==> config.mk <==
export PLATFORM = sky130hd
export DESIGN_NAME = lpd_top
export DESIGN_NICKNAME = d
export VERILOG_FILES = /design/src/hdl/lpd_pkg.sv /design/src/hdl/lpd_top.sv /design/src/hdl/lpd_win_cmp.sv
export SDC_FILE = /design/constraint.sdc
export NUM_CORES = 1
export LEC_CHECK = 0
export BUFFER_PORTS_ARGS = -buffer_cell sky130_fd_sc_hd__buf_2
export CAP_MARGIN = 20
export CELL_PAD_IN_SITES_DETAIL_PLACEMENT = 1
export CELL_PAD_IN_SITES_GLOBAL_PLACEMENT = 1
export CORE_UTILIZATION = 39
export CTS_CLUSTER_SIZE = 14
export DETAILED_ROUTE_END_ITERATION = 8
export PLACE_DENSITY_LB_ADDON = 0.1
export SLEW_MARGIN = 5
export SYNTH_ARGS = -nofsm -noshare
export SYNTH_HDL_FRONTEND = slang
export SYNTH_SLANG_ARGS = --single-unit
==> constraint.sdc <==
create_clock -name aclk -period 2.6 [get_ports aclk]
set_input_delay 0 -clock aclk [delete_from_list [all_inputs] [get_ports aclk]]
set_output_delay 0 -clock aclk [all_outputs]
set_load 0.005 [all_outputs]
==> src/hdl/lpd_pkg.sv <==
// constants, register map and types of the card-detect window compare
// How it works
// - upper I border is built from bits 7:6 of three border registers
// - I measurement above the upper I border raises a detect request
// - lower Q border is a read/write field in bits 5:0
// - upper Q border in bits 5:0; Q above it raises a request
// - lower I border in bits 5:0; I below it raises a request
// - a raised request sets the detect flag in the first status register
// - last I result is captured read-only in bits 5:0, bits 7:6 zero
// - last Q result is captured read-only in bits 5:0, bit 7 zero
// - suppress bit 6 blocks further requests until the next detect_start
package lpd_pkg;

  // ---------------------------------------------------------------------
  // widths
  // ---------------------------------------------------------------------
  localparam int LPD_VAL_W  = 6;
  localparam int LPD_REG_W  = 8;
  localparam int LPD_ADDR_W = 12;
  localparam int LPD_DATA_W = 32;
  localparam int LPD_ST_W   = 2;

  // ---------------------------------------------------------------------
  // register indices; byte address is four times the index
  // ---------------------------------------------------------------------
  localparam logic [9:0] LPD_IDX_QLOW  = 10'h03F;
  localparam logic [9:0] LPD_IDX_QHIGH = 10'h040;
  localparam logic [9:0] LPD_IDX_ILOW  = 10'h041;
  localparam logic [9:0] LPD_IDX_RES_I = 10'h042;
  localparam logic [9:0] LPD_IDX_RES_Q = 10'h043;
  localparam logic [9:0] LPD_IDX_STAT  = 10'h050;
  localparam logic [9:0] LPD_IDX_MASK  = 10'h051;

  // ---------------------------------------------------------------------
  // field positions
  // ---------------------------------------------------------------------
  localparam int LPD_VAL_HI  = 5;
  localparam int LPD_BRD_HI  = 7;
  localparam int LPD_BRD_LO  = 6;
  localparam int LPD_SUPP    = 6;
  localparam int LPD_ST_DET  = 0;
  localparam int LPD_ST_MEAS = 1;

  // ---------------------------------------------------------------------
  // reset values and bus answers
  // ---------------------------------------------------------------------
  localparam logic [7:0] LPD_RST_BORDER = 8'h00;
  localparam logic [5:0] LPD_RST_RESULT = 6'h00;
  localparam logic [1:0] LPD_RST_ST     = 2'h0;
  localparam logic [1:0] LPD_RESP_OKAY  = 2'h0;
  localparam logic [1:0] LPD_RESP_SLVERR = 2'h2;

  typedef enum logic [2:0] {
    LPD_SEL_QLOW,
    LPD_SEL_QHIGH,
    LPD_SEL_ILOW,
    LPD_SEL_RES_I,
    LPD_SEL_RES_Q,
    LPD_SEL_STAT,
    LPD_SEL_MASK,
    LPD_SEL_NONE
  } lpd_sel_t;

  // word-aligned decode; any other address selects nothing
  function automatic lpd_sel_t lpd_sel_of(
    input logic [LPD_ADDR_W-1:0] a
  );
    lpd_sel_t s;
    s = LPD_SEL_NONE;
    if (a == {LPD_IDX_QLOW, 2'b00}) s = LPD_SEL_QLOW;
    else if (a == {LPD_IDX_QHIGH, 2'b00}) s = LPD_SEL_QHIGH;
    else if (a == {LPD_IDX_ILOW, 2'b00}) s = LPD_SEL_ILOW;
    else if (a == {LPD_IDX_RES_I, 2'b00}) s = LPD_SEL_RES_I;
    else if (a == {LPD_IDX_RES_Q, 2'b00}) s = LPD_SEL_RES_Q;
    else if (a == {LPD_IDX_STAT, 2'b00}) s = LPD_SEL_STAT;
    else if (a == {LPD_IDX_MASK, 2'b00}) s = LPD_SEL_MASK;
    return s;
  endfunction

endpackage

==> src/hdl/lpd_top.sv <==
// card-detect window compare with result capture and AXI4-Lite registers
`timescale 1ns/1ps
module lpd_top #(
  parameter int ADDR_W = lpd_pkg::LPD_ADDR_W
) (
  // clock and reset
  input  wire logic                           aclk,
  input  wire logic                           aresetn,
  // write address
  input  wire logic [ADDR_W-1:0]              s_axi_awaddr,
  input  wire logic                           s_axi_awvalid,
  output logic                                s_axi_awready,
  // write data
  input  wire logic [lpd_pkg::LPD_DATA_W-1:0] s_axi_wdata,
  input  wire logic [3:0]                     s_axi_wstrb,
  input  wire logic                           s_axi_wvalid,
  output logic                                s_axi_wready,
  // write response
  output logic [1:0]                          s_axi_bresp,
  output logic                                s_axi_bvalid,
  input  wire logic                           s_axi_bready,
  // read address
  input  wire logic [ADDR_W-1:0]              s_axi_araddr,
  input  wire logic                           s_axi_arvalid,
  output logic                                s_axi_arready,
  // read data
  output logic [lpd_pkg::LPD_DATA_W-1:0]      s_axi_rdata,
  output logic [1:0]                          s_axi_rresp,
  output logic                                s_axi_rvalid,
  input  wire logic                           s_axi_rready,
  // measurement from the analog front end
  input  wire logic                           detect_start,
  input  wire logic [lpd_pkg::LPD_VAL_W-1:0]  in_phase_meas,
  input  wire logic [lpd_pkg::LPD_VAL_W-1:0]  quadrature_meas,
  input  wire logic                           meas_valid,
  // interrupt
  output logic                                irq
);
  import lpd_pkg::*;

  // ---------------------------------------------------------------------
  // state
  // ---------------------------------------------------------------------
  logic [LPD_REG_W-1:0]  q_low_reg_q;
  logic [LPD_REG_W-1:0]  q_high_reg_q;
  logic [LPD_REG_W-1:0]  i_low_reg_q;
  logic [LPD_VAL_W-1:0]  in_phase_result_q;
  logic [LPD_VAL_W-1:0]  quadrature_result_q;
  logic                  detect_irq_suppress_q;
  logic [LPD_ST_W-1:0]   irq_status_first_q;
  logic [LPD_ST_W-1:0]   irq_mask_q;
  logic                  irq_q;
  logic                  aw_full_q;
  logic                  w_full_q;
  logic [ADDR_W-1:0]     awaddr_q;
  logic [LPD_REG_W-1:0]  wdata_q;
  logic                  wstrb0_q;
  logic                  awready_q;
  logic                  wready_q;
  logic                  bvalid_q;
  logic [1:0]            bresp_q;
  logic                  arready_q;
  logic                  rvalid_q;
  logic [LPD_DATA_W-1:0] rdata_q;
  logic [1:0]            rresp_q;

  logic [LPD_VAL_W-1:0]  in_phase_upper_border;
  logic                  i_below;
  logic                  i_above;
  logic                  i_outside;
  logic                  q_below;
  logic                  q_above;
  logic                  q_outside;
  logic                  det_set;
  logic [LPD_ST_W-1:0]   st_set;
  logic [LPD_ST_W-1:0]   st_clr;
  logic                  wr_fire;
  logic                  wr_en;
  lpd_sel_t              wr_sel;
  lpd_sel_t              rd_sel;
  logic [LPD_REG_W-1:0]  rd_byte;

  // ---------------------------------------------------------------------
  // border assembly and window compare
  // ---------------------------------------------------------------------
  // upper I border
  assign in_phase_upper_border = {q_low_reg_q[LPD_BRD_HI:LPD_BRD_LO],
                                  q_high_reg_q[LPD_BRD_HI:LPD_BRD_LO],
                                  i_low_reg_q[LPD_BRD_HI:LPD_BRD_LO]};

  lpd_win_cmp #(
    .W       (LPD_VAL_W)
  ) u_cmp_i (
    .value   (in_phase_meas),
    .lower   (i_low_reg_q[LPD_VAL_HI:0]),
    .upper   (in_phase_upper_border),
    .below   (i_below),
    .above   (i_above),
    .outside (i_outside)
  );

  lpd_win_cmp #(
    .W       (LPD_VAL_W)
  ) u_cmp_q (
    .value   (quadrature_meas),
    .lower   (q_low_reg_q[LPD_VAL_HI:0]),
    .upper   (q_high_reg_q[LPD_VAL_HI:0]),
    .below   (q_below),
    .above   (q_above),
    .outside (q_outside)
  );

  assign det_set = meas_valid && (i_outside || q_outside)
                   && !detect_irq_suppress_q;

  // ---------------------------------------------------------------------
  // write channel
  // ---------------------------------------------------------------------
  // address and data are held until both are in; response follows both
  assign wr_fire = aw_full_q && w_full_q && !bvalid_q;
  assign wr_sel  = lpd_sel_of(awaddr_q);
  assign wr_en   = wr_fire && wstrb0_q;

  always_ff @(posedge aclk) begin
    if (!aresetn) begin
      aw_full_q <= 1'b0;
      awready_q <= 1'b0;
      awaddr_q  <= '0;
    end else if (s_axi_awvalid && awready_q) begin
      aw_full_q <= 1'b1;
      awready_q <= 1'b0;
      awaddr_q  <= s_axi_awaddr;
    end else if (bvalid_q && s_axi_bready) begin
      aw_full_q <= 1'b0;
    end else if (!aw_full_q && !bvalid_q) begin
      awready_q <= 1'b1;
    end
  end

  always_ff @(posedge aclk) begin
    if (!aresetn) begin
      w_full_q <= 1'b0;
      wready_q <= 1'b0;
      wdata_q  <= '0;
      wstrb0_q <= 1'b0;
    end else if (s_axi_wvalid && wready_q) begin
      w_full_q <= 1'b1;
      wready_q <= 1'b0;
      wdata_q  <= s_axi_wdata[LPD_REG_W-1:0];
      wstrb0_q <= s_axi_wstrb[0];
    end else if (bvalid_q && s_axi_bready) begin
      w_full_q <= 1'b0;
    end else if (!w_full_q && !bvalid_q) begin
      wready_q <= 1'b1;
    end
  end

  // unmapped addresses answer SLVERR and change nothing
  always_ff @(posedge aclk) begin
    if (!aresetn) begin
      bvalid_q <= 1'b0;
      bresp_q  <= LPD_RESP_OKAY;
    end else if (wr_fire) begin
      bvalid_q <= 1'b1;
      bresp_q  <= (wr_sel == LPD_SEL_NONE) ? LPD_RESP_SLVERR
                                           : LPD_RESP_OKAY;
    end else if (bvalid_q && s_axi_bready) begin
      bvalid_q <= 1'b0;
    end
  end

  // ---------------------------------------------------------------------
  // border registers
  // ---------------------------------------------------------------------
  // read/write borders
  always_ff @(posedge aclk) begin
    if (!aresetn) begin
      q_low_reg_q  <= LPD_RST_BORDER;
      q_high_reg_q <= LPD_RST_BORDER;
      i_low_reg_q  <= LPD_RST_BORDER;
    end else if (wr_en) begin
      if (wr_sel == LPD_SEL_QLOW) begin
        q_low_reg_q <= wdata_q;
      end else if (wr_sel == LPD_SEL_QHIGH) begin
        q_high_reg_q <= wdata_q;
      end else if (wr_sel == LPD_SEL_ILOW) begin
        i_low_reg_q <= wdata_q;
      end
    end
  end

  always_ff @(posedge aclk) begin
    if (!aresetn) begin
      irq_mask_q <= LPD_RST_ST;
    end else if (wr_en && wr_sel == LPD_SEL_MASK) begin
      irq_mask_q <= wdata_q[LPD_ST_W-1:0];
    end
  end

  // ---------------------------------------------------------------------
  // results and suppress
  // ---------------------------------------------------------------------
  // capture of the last valid measurement
  always_ff @(posedge aclk) begin
    if (!aresetn) begin
      in_phase_result_q   <= LPD_RST_RESULT;
      quadrature_result_q <= LPD_RST_RESULT;
    end else if (meas_valid) begin
      in_phase_result_q   <= in_phase_meas;
      quadrature_result_q <= quadrature_meas;
    end
  end

  // suppress until next procedure
  // a software write in the start cycle wins over the release
  always_ff @(posedge aclk) begin
    if (!aresetn) begin
      detect_irq_suppress_q <= 1'b0;
    end else if (wr_en && wr_sel == LPD_SEL_RES_Q) begin
      detect_irq_suppress_q <= wdata_q[LPD_SUPP];
    end else if (detect_start) begin
      detect_irq_suppress_q <= 1'b0;
    end
  end

  // ---------------------------------------------------------------------
  // interrupt status
  // ---------------------------------------------------------------------
  always_comb begin
    st_set              = '0;
    st_set[LPD_ST_DET]  = det_set;
    st_set[LPD_ST_MEAS] = meas_valid;
    st_clr              = '0;
    if (wr_en && wr_sel == LPD_SEL_STAT) begin
      st_clr = wdata_q[LPD_ST_W-1:0];
    end
    // setting suppress also clears the pending detect flag
    if (wr_en && wr_sel == LPD_SEL_RES_Q && wdata_q[LPD_SUPP]) begin
      st_clr[LPD_ST_DET] = 1'b1;
    end
  end

  // sticky flags, set wins over clear
  always_ff @(posedge aclk) begin
    if (!aresetn) begin
      irq_status_first_q <= LPD_RST_ST;
    end else begin
      irq_status_first_q <= (irq_status_first_q & ~st_clr) | st_set;
    end
  end

  always_ff @(posedge aclk) begin
    if (!aresetn) begin
      irq_q <= 1'b0;
    end else begin
      irq_q <= |(irq_status_first_q & irq_mask_q);
    end
  end

  // ---------------------------------------------------------------------
  // read channel
  // ---------------------------------------------------------------------
  assign rd_sel = lpd_sel_of(s_axi_araddr);

  always_comb begin
    rd_byte = '0;
    case (rd_sel)
      LPD_SEL_QLOW:  rd_byte = q_low_reg_q;
      LPD_SEL_QHIGH: rd_byte = q_high_reg_q;
      LPD_SEL_ILOW:  rd_byte = i_low_reg_q;
      LPD_SEL_RES_I: rd_byte = {2'b00, in_phase_result_q};
      LPD_SEL_RES_Q: rd_byte = {1'b0, detect_irq_suppress_q,
                                quadrature_result_q};
      LPD_SEL_STAT:  rd_byte = {6'h00, irq_status_first_q};
      LPD_SEL_MASK:  rd_byte = {6'h00, irq_mask_q};
      default:       rd_byte = '0;
    endcase
  end

  always_ff @(posedge aclk) begin
    if (!aresetn) begin
      arready_q <= 1'b0;
      rvalid_q  <= 1'b0;
      rdata_q   <= '0;
      rresp_q   <= LPD_RESP_OKAY;
    end else if (s_axi_arvalid && arready_q) begin
      arready_q <= 1'b0;
      rvalid_q  <= 1'b1;
      rdata_q   <= {24'h000000, rd_byte};
      rresp_q   <= (rd_sel == LPD_SEL_NONE) ? LPD_RESP_SLVERR
                                            : LPD_RESP_OKAY;
    end else if (rvalid_q && s_axi_rready) begin
      rvalid_q <= 1'b0;
    end else if (!rvalid_q) begin
      arready_q <= 1'b1;
    end
  end

  assign s_axi_awready = awready_q;
  assign s_axi_wready  = wready_q;
  assign s_axi_bvalid  = bvalid_q;
  assign s_axi_bresp   = bresp_q;
  assign s_axi_arready = arready_q;
  assign s_axi_rvalid  = rvalid_q;
  assign s_axi_rdata   = rdata_q;
  assign s_axi_rresp   = rresp_q;
  assign irq           = irq_q;
endmodule

==> src/hdl/lpd_win_cmp.sv <==
// window comparator for one measurement channel
`timescale 1ns/1ps
module lpd_win_cmp #(
  parameter int W = lpd_pkg::LPD_VAL_W
) (
  // measurement and borders
  input  wire logic [W-1:0] value,
  input  wire logic [W-1:0] lower,
  input  wire logic [W-1:0] upper,
  // results
  output logic              below,
  output logic              above,
  output logic              outside
);
  import lpd_pkg::*;

  // strict compares: a value equal to a border stays inside
  always_comb begin
    below   = value < lower;
    above   = value > upper;
    outside = below || above;
  end

endmodule

# Word level (Yosys, flattened, before mapping)
# Cells that the tools add are included.
# op_classes
bitwise_logic,10
eq_ne,27
n_reduce_logical,40
muxes,27
n_lt_le_gt_ge,4
# ops
cell,n
"12-bit by 9-bit == test with 1-bit output, second input constant",12
8-bit case mux with 7 select lines,1
"12-bit by 8-bit == test with 1-bit output, second input constant",2
"3-bit == test, second input constant",8
3-bit two-way mux,8
1-bit logical AND,16
2-bit two-way mux,7
6-bit > comparator,2
6-bit < comparator,2
1-bit two-way mux,11
2-bit nonzero test,5
"3-bit by 2-bit == test with 1-bit output, second input constant",3
2-bit AND reduction,4
2-bit OR reduction,4
"3-bit by 1-bit == test with 1-bit output, second input constant",2
3-bit zero test,2
1-bit NOT,6
2-bit AND,2
1-bit zero test,4
4-bit AND reduction,1
1-bit logical OR,3
3-bit AND reduction,1
2-bit NOT,1
2-bit OR,1
# word_totals
regBits,82
inputBits,81

# Logic depth before layout (Yosys ltp)
# logic_depth
depth_word,15
ltp_mapped,7

# Modules after synthesis
# A second synthesis with hierarchy kept.
# unflattened
cells_unflattened,495
area_unflattened_um2,4350.4
# modules_own_cells
mod,seq_area_each_um2,area_each_um2,cells_per_inst,n_inst
lpd_top,1601.5,3772.4,415,1
lpd_win_cmp,0.0,289.0,40,2

# Least setup slack after synthesis
# OpenSTA, ideal clock, no wires.
# synth_path
path_kind,register to register
start,register awaddr_q[4]
end,register q_high_reg_q[0]
setup_time_ps,72
synth_period_minus_slack_ps,1990
arrival_ps,1919
path_stages_with_launch,8
required_time_ps,2528
slack_ps,610
cell_sequence,dfxtp_1 or4b_1 buf_6 o32ai_4 nand4_4 nor3b_1 buf_4 mux2i_1
# synth_via
elab_chain_cells,11
# synth_lines
element,line,text
"start, declared",lpd_top.sv:55,logic [ADDR_W-1:0] awaddr_q;
"start signal, assigned",lpd_top.sv:132,awaddr_q <= s_axi_awaddr;
12-bit by 9-bit == test with 1-bit output,lpd_pkg.sv:76,"else if (a == {LPD_IDX_MASK, 2'b00}) s = LPD_SEL_MASK;"
1-bit two-way mux,lpd_pkg.sv:76,
2-bit two-way mux,lpd_pkg.sv:75,"else if (a == {LPD_IDX_STAT, 2'b00}) s = LPD_SEL_STAT;"
2-bit two-way mux,lpd_pkg.sv:74,"else if (a == {LPD_IDX_RES_Q, 2'b00}) s = LPD_SEL_RES_Q;"
3-bit two-way mux,lpd_pkg.sv:73,"else if (a == {LPD_IDX_RES_I, 2'b00}) s = LPD_SEL_RES_I;"
3-bit two-way mux,lpd_pkg.sv:72,"else if (a == {LPD_IDX_ILOW, 2'b00}) s = LPD_SEL_ILOW;"
3-bit two-way mux,lpd_pkg.sv:71,"else if (a == {LPD_IDX_QHIGH, 2'b00}) s = LPD_SEL_QHIGH;"
3-bit two-way mux *,lpd_pkg.sv:70,"if (a == {LPD_IDX_QLOW, 2'b00}) s = LPD_SEL_QLOW;"
3-bit zero test,lpd_top.sv:182,if (wr_sel == LPD_SEL_QLOW) begin
1-bit NOT (no line),--,
3-bit AND reduction (no line) *,--,
"end signal, assigned",lpd_top.sv:185,q_high_reg_q <= wdata_q;
"end, declared",lpd_top.sv:45,logic [LPD_REG_W-1:0] q_high_reg_q;
# Mark *: on every way between the ends. The rest lies on a longest branch, timed or not.
# A chain may end at the register's enable or synchronous reset.

# Final worst setup path
# layout_path
start,register awaddr_q[4]
end,register q_high_reg_q[5]
# Same word-level chain as after synthesis.

==> impl_metrics.yaml <==
placed_design:
  place_area_um2: 4740
  gp_congestion: 0.841
  io_buffers: 69
  place_ws_ns: 0.328
  dp.final_hpwl_mm: 8.06
synthesis:
  synth.top_cell.area_share_pct: 36.6
  ys_async_sr_fraction_pct: 0
  yosysSeqAreaShare_pct: 36.6
  synth_compound_area_share_pct: 14.6
  synth_edf_count: 0
  synth_cell_types: 57
  synthXorXnorAreaFrac_pct: 0
  ys_warn_count: 0
  syn_avg_cell_area_um2: 9.23
  synth_seq_cells: 80
  synth_top_family_by_area: "simple AND/OR/NAND/NOR gates"
  syn_inst: 474
  synth_area_leaders: "dfxtp_1 37%, mux2i_1 9.4%, nand2_1 7.4%"
  yosys.area_share.simple_pct: 20.2
  synthAdderAreaFrac_pct: 6.29
  synthMuxAreaShare_pct: 13.2
  synth_area_um2: 4380
  synth_most_common_cell: "nand2_1"
  ys.flop_type: "dfxtp_1"
  synth_area_leader_cell: "dfxtp_1"
  synthTopCellsByCount: "86 x nand2_1, 80 x dfxtp_1, 41 x mux2i_1, 29 x inv_1, 29 x nor2b_1"
power_and_ir_drop:
  swShare_pct: 25.9
  pwr-share-comb_pct: 13.1
  p_seq_share_pct: 50.6
  power.leakage_nw: 2.13
  p_switching_w: 0.000666
  power_per_cell_area_nw_per_um2: 482
  peakVddDrop_uv: 273
  intPower_w: 0.00191
  clkPwrFrac_pct: 36.3
routing:
  drt_wl_total_mm: 11.0
  viasPerCell: 4.95
  drt_iter0_drc: 146
  vias: 3569
  drcViolationCount: 0
  routedWlPerCell_um: 15.2
  ant_nets: 0
  drtPass1Iterations: 4
setup_path:
  cp_num_buf_inv: 1
  r2r_start: "awaddr_q[4]$_SDFFE_PN0P_"
  start_kind: "register"
  critPathMaxFanout: 8
  worst-setup-path-type: "reg -> reg"
  path_cells: "or4b_1 -> o32ai_4 -> nand4_4 -> nor3b_1 -> buf_4 -> mux2i_1"
  crit_path_max_incr_delay_ns: 0.74
  cp_slowest_cell: "or4b_1"
  crit_family: "simple AND/OR/NAND/NOR gates"
  worstSetupEndpointType: "register"
  critPathArrivalTime_ns: 2.58
  startpoint: "awaddr_q[4]$_SDFFE_PN0P_"
  critPathRequiredTime_ns: 2.89
cells_and_area:
  fillers: 1287
  drive_gt1_share_pct: 18.9
  diodes: 0
  design_area_um2: 5330
  finalNetCount: 679
  areaGrowthSynthToFinish_pct: 21.9
grt:
  antenna_found_initial: 0
  grt_usage_pct: 20.4
  grt_pass1_vias: 3658
  grt.overflow.total: 0
  grt_max_degree: 42
  grt_pass1_wl_mm: 18.1
die:
  core_area_um2: 10900
  initial_core_util_pct: 40.2
  placementRows: 38
  ios: 123
  dieArea_um2: 11600
  die_w_um: 108
  dieHeight_um: 108
clock_tree:
  cts_buffer_depth: 2
  cts.sink_count: 80
  clk-insertion-delay-late_ns: 0.36
  cts-resized-gates: 0
  cts_max_level: 3
  tritoncts: "built"
  clkTransAtPathRegs_ns: 0.08
  numCtsBuffers: 9
  clockRootBuffer: "clkbuf_8"
sta:
  setup_ws_ns: 0.305
  final_max_slew_viol_count: 0
  fin_crit_sh_pct: 88.3
  tns_ns: 0
  finalHoldViolations: 0
  worst_clock_skew_ns: 0.0109
  rsz0062_at_grt: "no"
  fmax_mhz: 436
  tightest_slew_ns: 0.652
  fin_crit_ns: 2.29
  setup_violations: 0
  slew_headroom_pct: 55.4
min_path:
  hold_path_startpoint: "s_axi_arvalid"
  hp-class: "in -> reg"
status:
  run_status: "complete, no violations"
run:
  drv_cap: 0
[cell type report]
type | count | area (um2) | area share [%]
Multi-Input combinational cell | 343 | 2470 | 46.3
Tap cell | 140 | 175 | 3.28
Clock inverter | 2 | 10.0 | 0.188
Inverter | 29 | 109 | 2.04
Timing Repair Buffer | 113 | 773 | 14.5
Clock buffer | 14 | 193 | 3.61
Sequential cell | 80 | 1600 | 30.0
[state kept, by name, indices dropped and copies added, names as in the netlist]
register,flops
quadrature_result_q,6
irq_mask_q,2
s_axi_rvalid,1
s_axi_rresp,1
irq_status_first_q,2
aw_full_q,1
s_axi_bvalid,1
awaddr_q,12
s_axi_arready,1
wstrb0_q,1
w_full_q,1
s_axi_wready,1
wdata_q,8
irq,1
s_axi_bresp,1
detect_irq_suppress_q,1
s_axi_rdata,8
i_low_reg_q,8
q_high_reg_q,8
q_low_reg_q,8
in_phase_result_q,6
s_axi_awready,1
[path summary, 6_finish.rpt]
path	slack [ns]	depth (start not counted)	endpoint
worst max-delay path	0.31	6	q_high_reg_q[5]$_SDFFE_PN0P_
worst min-delay path	0.13	5	s_axi_rresp[1]$_SDFFE_PN0P_
worst max register to register	0.31	6	q_high_reg_q[5]$_SDFFE_PN0P_
worst min register to register	0.45	2	s_axi_rdata[0]$_SDFFE_PN0P_
[cells by family after synthesis]
group	Yosys count
compound gates	85
fa+ha+maj	22
buf+inv	76
flops	80
mux	49
other cells	1
simple gates	161
[cell usage in the layout (no fill, tap or decap), types with 3 or more instances in the layout]
master and instances:
nand4_1 3, nor4b_1 3, nand2_1 86, o21a_1 6
a21boi_0 25, nand4b_1 3, ha_1 22, buf_4 5
nor2b_1 29, nand3_1 3, o2111ai_1 3, a21o_1 4
conb_1 26, nor2_1 4, inv_1 29, clkbuf_8 14
mux2i_1 41, a21oi_1 12, dfxtp_1 80, dlygate4sd3_1 39
nor3_1 4, nand2b_1 6, and2_1 4, buf_2 69
a22oi_1 7, o21ai_0 8, mux4_2 6
[routing by layer]
metal	routed length (um)	share of wire, %	track usage [%]	up-vias
li1	-	-	-	1794
met1	5400	49	26.7	1681
met2	5040	46	33.8	82
met3	380	3.5	3.21	12
met4	151	1.4	7.63	0
met5	0	0	0	-
[repair_timing]
| action | 4_1_cts | 5_1_grt |
|---|---|---|
| buffers inserted | 0 | 0 |
| hold buffers | 39 | 0 |
| endpoints found under the hold margin | 39 | 0 |
[worst register-to-register path, cell delays in order (launching register included)]
cell     delay, ns
dfxtp_1       0.32
or4b_1        0.74
o32ai_4       0.32
nand4_4       0.16
nor3b_1       0.22
buf_4         0.25
mux2i_1       0.22
[per-stage QoR]
stage	total power, W	utilization (%)	hold slack [ns]	std cells
3_5_place_dp	0.00163	43.5	0.259	666
2_1_floorplan	0.00154	-	0.145	499
5_1_grt	0.00270	49.0	0.153	721
3_3_place_gp	0.00161	43.5	0.251	666
6_report	0.00257	49.0	0.133	721
4_1_cts	0.00260	49.0	0.120	721
[power by group through the flow]
stage                     sequential, W  clock (W)  combinational [W]
after floorplan                 0.00132          0           0.000227
after global placement          0.00133          0           0.000282
after detailed placement        0.00133          0           0.000294
after CTS                       0.00130   0.000961           0.000340
after global routing            0.00131    0.00101           0.000380
final                           0.00130   0.000933           0.000338
(Power assumes the default switching activity.)
